<file path="src/core/usbrs_pkg.sv">
package usbrs_pkg;
  // ==========================================================================
  // Register map (byte addresses, one aligned 32-bit word each)
  localparam logic [7:0] CTRL_OFF   = 8'h00;
  localparam logic [7:0] IER3_OFF   = 8'h04;
  localparam logic [7:0] IFR3_OFF   = 8'h08;
  localparam logic [7:0] STAT_OFF   = 8'h0C;
  localparam int         ADDR_W     = 8;
  localparam int         DATA_W     = 32;
  localparam int         FLAG_W     = 8;

  // ==========================================================================
  // Field positions
  localparam int CTRL_CORE_RST_BIT  = 0;
  localparam int CTRL_IFACE_RST_BIT = 1;
  localparam int IFR3_CK48_BIT      = 0;
  localparam int IFR3_VBUS_OFF_BIT  = 1;
  localparam int IFR3_EVT_LSB       = 2;
  localparam int EVT_W              = FLAG_W - IFR3_EVT_LSB;
  localparam int STAT_VBUS_BIT      = 0;
  localparam int STAT_CK48_BIT      = 1;
  localparam int STAT_SYNC_BIT      = 2;
  localparam int PIN_W              = 2;
  localparam int PIN_CK48           = 0;
  localparam int PIN_VBUS           = 1;

  // ==========================================================================
  // Reset values
  localparam logic              IFACE_RST_INIT = 1'b1;
  localparam logic              CORE_RST_INIT  = 1'b1;
  localparam logic [FLAG_W-1:0] IER3_INIT      = 8'h00;
  localparam logic [FLAG_W-1:0] IFR3_INIT      = 8'h00;
  localparam logic [DATA_W-1:0] ZERO_WORD      = 32'h0000_0000;

  typedef enum logic [1:0] {USBRS_RD, USBRS_WR_CTRL, USBRS_WR_IER, USBRS_WR_IFR} usbrs_acc_t;
endpackage

</file>
<file path="src/core/usbrs_pin_if.sv">
`timescale 1ns/1ps
interface usbrs_pin_if #(parameter int WIDTH = 2);
  logic [WIDTH-1:0] raw;
  logic [WIDTH-1:0] level;
  modport filt (input raw, output level);
  modport user (output raw, input level);
endinterface

</file>
<file path="src/core/usbrs_pin_filter.sv">
`timescale 1ns/1ps
module usbrs_pin_filter
  import usbrs_pkg::*;
#(
  parameter int WIDTH = 2
)
(
  // Clock and reset
  input wire logic    pclk,
  input wire logic    presetn,
  // Pins in, filtered levels out
  usbrs_pin_if.filt   pins
);
  logic [WIDTH-1:0] s1_reg;
  logic [WIDTH-1:0] s2_reg;
  logic [WIDTH-1:0] s3_reg;
  logic [WIDTH-1:0] lvl_reg;
  logic [WIDTH-1:0] lvl_next;

  // ==========================================================================
  // Agreement filter
  // A level is taken only when the second and third stages agree, so a
  // metastable settle in the first stage cannot reach the block.
  always_comb
  begin
    lvl_next = lvl_reg;
    for (int i = 0; i < WIDTH; i++)
    begin
      if (s2_reg[i] == s3_reg[i])
      begin
        lvl_next[i] = s3_reg[i];
      end
    end
  end

  always_ff @(posedge pclk or negedge presetn)
  begin
    if (!presetn)
    begin
      s1_reg  <= '0;
      s2_reg  <= '0;
      s3_reg  <= '0;
      lvl_reg <= '0;
    end
    else
    begin
      s1_reg  <= pins.raw;
      s2_reg  <= s1_reg;
      s3_reg  <= s2_reg;
      lvl_reg <= lvl_next;
    end
  end

  assign pins.level = lvl_reg;
endmodule // usbrs_pin_filter

</file>
<file path="src/core/usbrs_seq.sv">
// Behaviour
// RULE_01 - Interface soft reset starts set after reset
// RULE_02 - Interface reset clears all but three items
// RULE_03 - Software clears interface reset after clock stable
// RULE_04 - Re-setting interface reset also sets core reset
// RULE_05 - Core soft reset starts set after reset
// RULE_06 - Core reset holds core, stops bus sync
// RULE_07 - Software clears core reset after pull-up enabled
// RULE_08 - On suspend keep core reset clear
// RULE_09 - Set core reset after VBUS loss only
//
// Our own choices: the APB register port and the placing of the registers.
`timescale 1ns/1ps
module usbrs_seq
  import usbrs_pkg::*;
(
  // APB clock and reset
  input  wire logic              pclk,
  input  wire logic              presetn,
  // APB slave
  input  wire logic              psel,
  input  wire logic              penable,
  input  wire logic              pwrite,
  input  wire logic [ADDR_W-1:0] paddr,
  input  wire logic [DATA_W-1:0] pwdata,
  output logic      [DATA_W-1:0] prdata,
  output logic                   pready,
  output logic                   pslverr,
  // Pins from outside the clock domain
  input  wire logic              clk48_stable_pin,
  input  wire logic              vbus_pin,
  // Events from the interface logic, one-cycle pulses
  input  wire logic [EVT_W-1:0]  usb_event,
  // Reset and enable outputs to the function module
  output logic                   interface_reset_out,
  output logic                   core_reset_out,
  output logic                   bus_sync_enable,
  output logic [FLAG_W-1:0]      interrupt_enable_out
);
  usbrs_pin_if #(.WIDTH(PIN_W)) pin_bus ();

  assign pin_bus.raw[PIN_CK48] = clk48_stable_pin;
  assign pin_bus.raw[PIN_VBUS] = vbus_pin;

  usbrs_pin_filter #(.WIDTH(PIN_W)) u_filter
  (
    .pclk    (pclk),
    .presetn (presetn),
    .pins    (pin_bus)
  );

  logic ck48_ready;
  logic vbus_on;

  assign ck48_ready = pin_bus.level[PIN_CK48];
  assign vbus_on    = pin_bus.level[PIN_VBUS];

  // ==========================================================================
  // Register state
  logic              iface_rst_reg;
  logic              iface_rst_next;
  logic              core_rst_reg;
  logic              core_rst_next;
  logic [FLAG_W-1:0] ier3_reg;
  logic [FLAG_W-1:0] ier3_next;
  logic [FLAG_W-1:0] ifr3_reg;
  logic [FLAG_W-1:0] ifr3_next;
  logic              vbus_d_reg;
  logic              vbus_d_next;
  logic [DATA_W-1:0] prdata_reg;
  logic [DATA_W-1:0] prdata_next;
  logic              pslverr_reg;
  logic              pslverr_next;
  logic              pready_reg;
  logic              iface_out_reg;
  logic              core_out_reg;
  logic              sync_en_reg;
  logic              sync_en_next;

  logic              wr_access;
  logic              setup;

  assign wr_access = psel && penable && pwrite;
  assign setup     = psel && !penable;

  function automatic logic is_mapped(input logic [ADDR_W-1:0] a);
    return (a == CTRL_OFF) || (a == IER3_OFF) || (a == IFR3_OFF) || (a == STAT_OFF);
  endfunction

  function automatic logic [DATA_W-1:0] widen(input logic [FLAG_W-1:0] v);
    return {{(DATA_W-FLAG_W){1'b0}}, v};
  endfunction

  // ==========================================================================
  // Control register and flags
  always_comb
  begin
    iface_rst_next = iface_rst_reg;
    core_rst_next  = core_rst_reg;
    ier3_next      = ier3_reg;
    ifr3_next      = ifr3_reg;
    vbus_d_next    = vbus_on;
    if (wr_access && paddr == CTRL_OFF)
    begin
      iface_rst_next = pwdata[CTRL_IFACE_RST_BIT];
      core_rst_next  = pwdata[CTRL_CORE_RST_BIT];
      // RULE_04 core follows interface
      // Software must set both together; hardware forces core reset only when
      // interface reset goes from clear to set; a write while it is already set can clear core.
      if (pwdata[CTRL_IFACE_RST_BIT] && !iface_rst_reg)
      begin
        core_rst_next = 1'b1;
      end
    end
    // RULE_02 enable register kept
    if (wr_access && paddr == IER3_OFF)
    begin
      ier3_next = pwdata[FLAG_W-1:0];
    end
    if (wr_access && paddr == IFR3_OFF)
    begin
      ifr3_next = ifr3_reg & ~pwdata[FLAG_W-1:0];
    end
    // RULE_09 vbus loss flagged
    if (vbus_d_reg && !vbus_on)
    begin
      ifr3_next[IFR3_VBUS_OFF_BIT] = 1'b1;
    end
    ifr3_next[FLAG_W-1:IFR3_EVT_LSB] = ifr3_next[FLAG_W-1:IFR3_EVT_LSB] | usb_event;
    // RULE_02 flags held clear
    if (iface_rst_reg)
    begin
      ifr3_next = IFR3_INIT;
    end
    // RULE_02 clock-ready flag survives
    ifr3_next[IFR3_CK48_BIT] = ck48_ready;
  end

  // RULE_01 interface reset starts set
  // RULE_05 core reset starts set
  always_ff @(posedge pclk or negedge presetn)
  begin
    if (!presetn)
    begin
      iface_rst_reg <= IFACE_RST_INIT;
      core_rst_reg  <= CORE_RST_INIT;
      ier3_reg      <= IER3_INIT;
      ifr3_reg      <= IFR3_INIT;
      vbus_d_reg    <= 1'b0;
    end
    else
    begin
      iface_rst_reg <= iface_rst_next;
      core_rst_reg  <= core_rst_next;
      ier3_reg      <= ier3_next;
      ifr3_reg      <= ifr3_next;
      vbus_d_reg    <= vbus_d_next;
    end
  end

  // ==========================================================================
  // APB read path
  // Read data is prepared in the setup cycle, so every access completes
  // with zero wait states while prdata still comes from a flip-flop.
  always_comb
  begin
    prdata_next  = prdata_reg;
    pslverr_next = 1'b0;
    if (setup)
    begin
      pslverr_next = !is_mapped(paddr);
      case (paddr)
        CTRL_OFF:
        begin
          prdata_next = ZERO_WORD;
          prdata_next[CTRL_IFACE_RST_BIT] = iface_rst_reg;
          prdata_next[CTRL_CORE_RST_BIT]  = core_rst_reg;
        end
        IER3_OFF: prdata_next = widen(ier3_reg);
        IFR3_OFF: prdata_next = widen(ifr3_reg);
        STAT_OFF:
        begin
          prdata_next = ZERO_WORD;
          prdata_next[STAT_VBUS_BIT] = vbus_on;
          prdata_next[STAT_CK48_BIT] = ck48_ready;
          prdata_next[STAT_SYNC_BIT] = sync_en_reg;
        end
        default: prdata_next = ZERO_WORD;
      endcase
    end
  end

  // ==========================================================================
  // Reset outputs
  always_comb
  begin
    // RULE_06 bus sync stops
    sync_en_next = !core_rst_next && !iface_rst_next;
  end

  always_ff @(posedge pclk or negedge presetn)
  begin
    if (!presetn)
    begin
      prdata_reg    <= ZERO_WORD;
      pslverr_reg   <= 1'b0;
      pready_reg    <= 1'b0;
      iface_out_reg <= IFACE_RST_INIT;
      core_out_reg  <= CORE_RST_INIT;
      sync_en_reg   <= 1'b0;
    end
    else
    begin
      prdata_reg    <= prdata_next;
      pslverr_reg   <= pslverr_next;
      pready_reg    <= 1'b1;
      iface_out_reg <= iface_rst_next;
      // RULE_06 core held reset
      core_out_reg  <= core_rst_next;
      sync_en_reg   <= sync_en_next;
    end
  end

  assign prdata               = prdata_reg;
  assign pslverr              = pslverr_reg;
  assign pready               = pready_reg;
  assign interface_reset_out  = iface_out_reg;
  assign core_reset_out       = core_out_reg;
  assign bus_sync_enable      = sync_en_reg;
  assign interrupt_enable_out = ier3_reg;
endmodule // usbrs_seq

</file>
<file path="config.mk">
export PLATFORM = sky130hd
export DESIGN_NAME = usbrs_seq
export DESIGN_NICKNAME = d
export VERILOG_FILES = /design/src/core/usbrs_pkg.sv /design/src/core/usbrs_pin_if.sv /design/src/core/usbrs_pin_filter.sv /design/src/core/usbrs_seq.sv
export SDC_FILE = /design/constraint.sdc
export NUM_CORES = 1
export LEC_CHECK = 0
export ABC_AREA = 1
export ABC_CLOCK_PERIOD_IN_PS = 3150
export BUFFER_PORTS_ARGS = -buffer_cell sky130_fd_sc_hd__buf_2
export CAP_MARGIN = 5
export CORE_MARGIN = 4
export CORE_UTILIZATION = 48
export CTS_CLUSTER_SIZE = 14
export DETAILED_ROUTE_END_ITERATION = 10
export PLACE_DENSITY = 0.85
export RECOVER_POWER = 50
export SLEW_MARGIN = 20
export SYNTH_ARGS = -nofsm -noshare
export SYNTH_HDL_FRONTEND = slang
export SYNTH_SLANG_ARGS = --single-unit
</file>
<file path="constraint.sdc">
create_clock -name pclk -period 3.15 [get_ports pclk]
set_input_delay 0.1575 -clock pclk [delete_from_list [all_inputs] [get_ports pclk]]
set_output_delay 0.1575 -clock pclk [all_outputs]
set_load 0.02 [all_outputs]
</file>
---- Yosys cells after proc, flatten, opt, wreduce, memory -nomap -nowiden ----
Index checks and enable logic that the tools add are counted.
storage, ports and cells
  flip-flop bits (word level) ............. 62
  bits of input ports ..................... 53
  output and inout bits ................... 45
  word-level logic and storage cells ...... 51
cells by class
  equal/unequal tests ..................... 5
  mux-type cells .......................... 8
  bitwise logic cells ..................... 3
  reductions and logical operators ........ 20
operators with widths
  kind                  number
  $pmux W8 S4           1
  $eq A8 B4 Y1 const B  2
  $mux W8               2
  $logic_and A1 B1 Y1   9
  $and A8 B8 Y8         1
  $eq A8 B3 Y1 const B  1
  $logic_not A8 Y1      1
  $not A8 Y8            1
  $logic_not A1 Y1      6
  $or A6 B6 Y6          1
  $mux W1               5
  $logic_or A1 B1 Y1    3
  $reduce_bool A3 Y1    1
  $eq A1 B1 Y1          2

---- Depth between registers and ports, before layout ----
  depth after elaboration ................. 6
  gate-level depth with buffers ........... 8
  gate-level depth less buffers ........... 7

---- By module ----
Synthesis repeated with hierarchy kept, for this count alone.
unflattened totals
  cell total of the unflattened synthesis .. 230
  area, all modules ....................... 1863.0 um^2
modules (own cells, without submodules)
  module            times used  cells an instance  area each (um^2)  sequential area each (um^2)
  usbrs_seq         1           214                1630.3            753.2
  usbrs_pin_filter  1           16                 232.7             200.2

---- Least setup slack after synthesis ----
OpenSTA, ideal clock, no wires.
  kind .................................... reg-to-reg
  start ................................... reg, netlist name interface_reset_out
  end ..................................... reg sync_en_reg, in the netlist bus_sync_enable
  setup time .............................. 71 ps
  arrival ................................. 1108 ps
  data required time ...................... 3079 ps
  slack ................................... 1970 ps
  cell stages (with the launch flop) ...... 6
  buffers on the path ..................... 1
  clock period less this slack ............ 1180 ps
  path through ............................ dfstp_2 buf_2 inv_1 a21oi_1 o21ai_1 nor2_1
RTL lines
  item                  RTL line          text
  to (signal assigned)  usbrs_seq.sv:220  sync_en_reg <= sync_en_next;
  to (decl)             usbrs_seq.sv:77   logic sync_en_reg;

---- Worst setup path in the final report ----
  start ................................... reg iface_out_reg, in the netlist interface_reset_out
  end ..................................... out interface_reset_out
RTL lines
  item                    RTL line          text
  from (decl)             usbrs_seq.sv:75   logic iface_out_reg;
  from (signal assigned)  usbrs_seq.sv:217  iface_out_reg <= iface_rst_next;
  to (decl)               usbrs_seq.sv:35   output logic interface_reset_out,
No word-level cell between the ends.

==> out/metrics.yaml <==
netlist_instances: 224
first_pass_grt_wire_length_mm: 6.33
final.setup_skew_ns: 0.00881
fin_setup_tns_ns: 0
crit_family: "flip-flops"
vias: 1471
ys_ff_latch: 38
path_class: "flop to output port"
synth.yosys.seq_area_share_pct: 51.0
maxClockFrequency_ghz: 0.708
post_synth_instance_area_mm2: 0.00187
number_of_global_route_vias_before_repair: 1486
p_int_w: 0.000711
worst_setup_path_start_kind: "flop"
outcome: "finished clean"
ff2ff_path_depth: 4
crit_path_cell_trace: "buf_2"
timing.final.hold_violations: 0
clockRootBuffer: "sky130_fd_sc_hd__clkbuf_8"
worstHoldPathType: "input pin to flop"
r2r_setup_slack_ns: 1.85
hpwl_mm: 2.82
synth_edf_count: 0
slew_headroom_pct: 46.7
maximum_number_of_pins_on_one_net_before_global_route_repair: 39
ir_worst_vdd_uv: 276
total_switching_power_w: 0.000248
cts_max_path_buffers: 2
mostFrequentLayoutCell: "sky130_fd_sc_hd__nand2_1"
post_route_cells_drive_above_1_share_pct: 16.5
cp.required_ns: 2.99
max_cap_viol_count: 0
asyncSetResetFlopFracSynth_pct: 100
synth.distinct_cells: 20
insertion_delay_ns: 0.29
tritoncts: "done"
synthesis.area_per_instance_um2: 8.34
end_kind: "output port"
worstSetupPathDepth: 1
detail_route.wl_per_cell_um: 11.2
vias_per_cell: 4.50
place_ws_ns: 1.70
sequentialPowerShare_pct: 53.9
clockPowerShare_pct: 35.2
period_minus_slack_ns: 1.41
layout_setup_ws_ns: 1.74
detailedRoute.firstPassIterationCount: 4
gr-total-overflow: 0
fp.dieH_um: 70.4
layout-area-overhead-vs-synth_pct: 15.0
timing_worst_slew_pin_value_ns: 0.799
boundaryPins: 98
drt_first_iter_violations: 58
swShare_pct: 25.8
critical_path_origin: "interface_reset_out"
initial_antenna_violation_count: 0
initial_utilization_pct: 50.3
final.fill_count: 367
die_area_mm2: 0.00495
layout.cells.most_common_list: "79 x sky130_fd_sc_hd__nand2_1, 36 x sky130_fd_sc_hd__dfrtp_1, 29 x sky130_fd_sc_hd__buf_2"
post-route-period-util_pct: 44.8
critPathCapture: "interface_reset_out"
numCtsBuffers: 5
cts-htree-levels: 2
globalRouteTotalUtil_pct: 15.9
maxSlewViolCount: 0
rsz_0062_raised_after_global_routing: "false"
antennaDiodeCount: 0
power.static_leakage_nw: 1.19
tritoncts_sink_count: 38
power_density_mw_per_mm2: 446
core-area_mm2: 0.00372
critical_path.max_fanout: 11
routabilityCongestion: 0.777
rows: 22
worstPathBufferInverterCount: 1
portBuffers: 49
chipWidth_um: 70.4
count_of_antenna_violating_nets_left_after_detailed_routing: 0
worstReg2RegEnd: "bus_sync_enable"
arrival_time_of_data_at_the_critical_path_endpoint_ns: 1.25
report.final.setup_viol: 0
yosys_warn_count: 0
reg2reg_from: "interface_reset_out"
p_comb_share_pct: 10.8
cts_resized: 0
design.final.nets: 331
drcViolationCount: 0
slowest_stage: "sky130_fd_sc_hd__dfstp_1"
worst_setup_hold_path_clk_slew_ns: 0.07
timing.critical_path.slowest_cell_delay_ns: 0.73
drt_total_wl_mm: 3.66
synth-main-ff-cell: "sky130_fd_sc_hd__dfrtp_1"
[synthesized netlist by cell type (2+ instances only)]
cell type / instances / area [um^2]
sky130_fd_sc_hd__buf_2: 2 / 10.0
sky130_fd_sc_hd__inv_1: 18 / 67.6
sky130_fd_sc_hd__maj3_1: 2 / 20.0
sky130_fd_sc_hd__nand3_1: 24 / 120
sky130_fd_sc_hd__buf_4: 25 / 188
sky130_fd_sc_hd__nor2_4: 3 / 33.8
sky130_fd_sc_hd__dfstp_2: 2 / 52.6
sky130_fd_sc_hd__dfrtp_1: 36 / 901
sky130_fd_sc_hd__a21oi_1: 7 / 35.0
sky130_fd_sc_hd__o21ai_0: 3 / 15.0
sky130_fd_sc_hd__conb_1: 2 / 7.51
sky130_fd_sc_hd__nor2_1: 10 / 37.5
sky130_fd_sc_hd__nand2_1: 79 / 297
sky130_fd_sc_hd__nand2_2: 3 / 18.8
sky130_fd_sc_hd__o21ai_1: 3 / 15.0
[power by group through the flow]
| stage | sequential, W | combinational, W | clock, W |
|---|---|---|---|
| floorplan | 0.000530 | 0.0000794 | 0 |
| global placement | 0.000526 | 0.0000993 | 0 |
| detailed placement | 0.000527 | 0.000103 | 0 |
| CTS | 0.000517 | 0.000106 | 0.000348 |
| global route | 0.000520 | 0.000117 | 0.000371 |
| finish | 0.000517 | 0.000104 | 0.000338 |
[per-stage QoR]
step / area, um^2 / cells / total power [W] / util (%) / hold slack [ns]
after floorplan: 1950 / 247 / 0.000609 / - / -0.138
after global routing: 2150 / 327 / 0.00101 / 57.8 / 0.0959
final: 2150 / 327 / 0.000959 / 57.8 / 0.0943
after CTS: 2180 / 327 / 0.000971 / 58.6 / 0.0932
after detailed placement: 2050 / 316 / 0.000630 / 55.2 / 0.269
after global placement: 2050 / 316 / 0.000626 / 55.2 / 0.266
[routing by layer]
layer | share of wire, % | vias to the layer above | global-route usage [%]
li1 | - | 757 | -
met1 | 44 | 655 | 19.0
met2 | 46 | 51 | 25.2
met3 | 8.5 | 8 | 5.76
met4 | 1.6 | 0 | 7.45
met5 | 0 | - | 0
[worst min-delay path by stage]
stage	slack, ns	endpoint	startpoint	depth (start not counted)
after global placement	0.27	u_filter.s1_reg[1]	vbus_pin	1
final	0.09	ifr3_reg[6]	usb_event[4]	3
after detailed placement	0.27	u_filter.s1_reg[1]	vbus_pin	1
after CTS	0.09	ifr3_reg[3]	usb_event[1]	3
after global routing	0.1	ifr3_reg[5]	usb_event[3]	3
after floorplan	-0.14	bus_sync_enable	presetn	0
[area by class of cell]
| class | instances | area, um^2 | share of cell area (%) |
|---|---|---|---|
| Sequential cell | 38 | 953 | 44.4 |
| Multi-Input combinational cell | 163 | 722 | 33.6 |
| Tap cell | 48 | 60.1 | 2.80 |
| Clock buffer | 6 | 82.6 | 3.84 |
| Timing Repair Buffer | 52 | 250 | 11.6 |
| Clock inverter | 2 | 12.5 | 0.582 |
| Inverter | 18 | 67.6 | 3.15 |
[cells by family after synthesis]
family	count (synthesis)	share of synthesized area [%]
compound gates	13	3.48
buf+inv	46	14.8
simple gates	123	29.2
fa+ha+maj	2	1.07
other cells	2	0.402
flops	38	51.0
[what timing repair did]
item,CTS,global route
hold buffers,3,0
hold endpoints to repair,38,0
setup buffers,0,0
(Power assumes the default switching activity.)
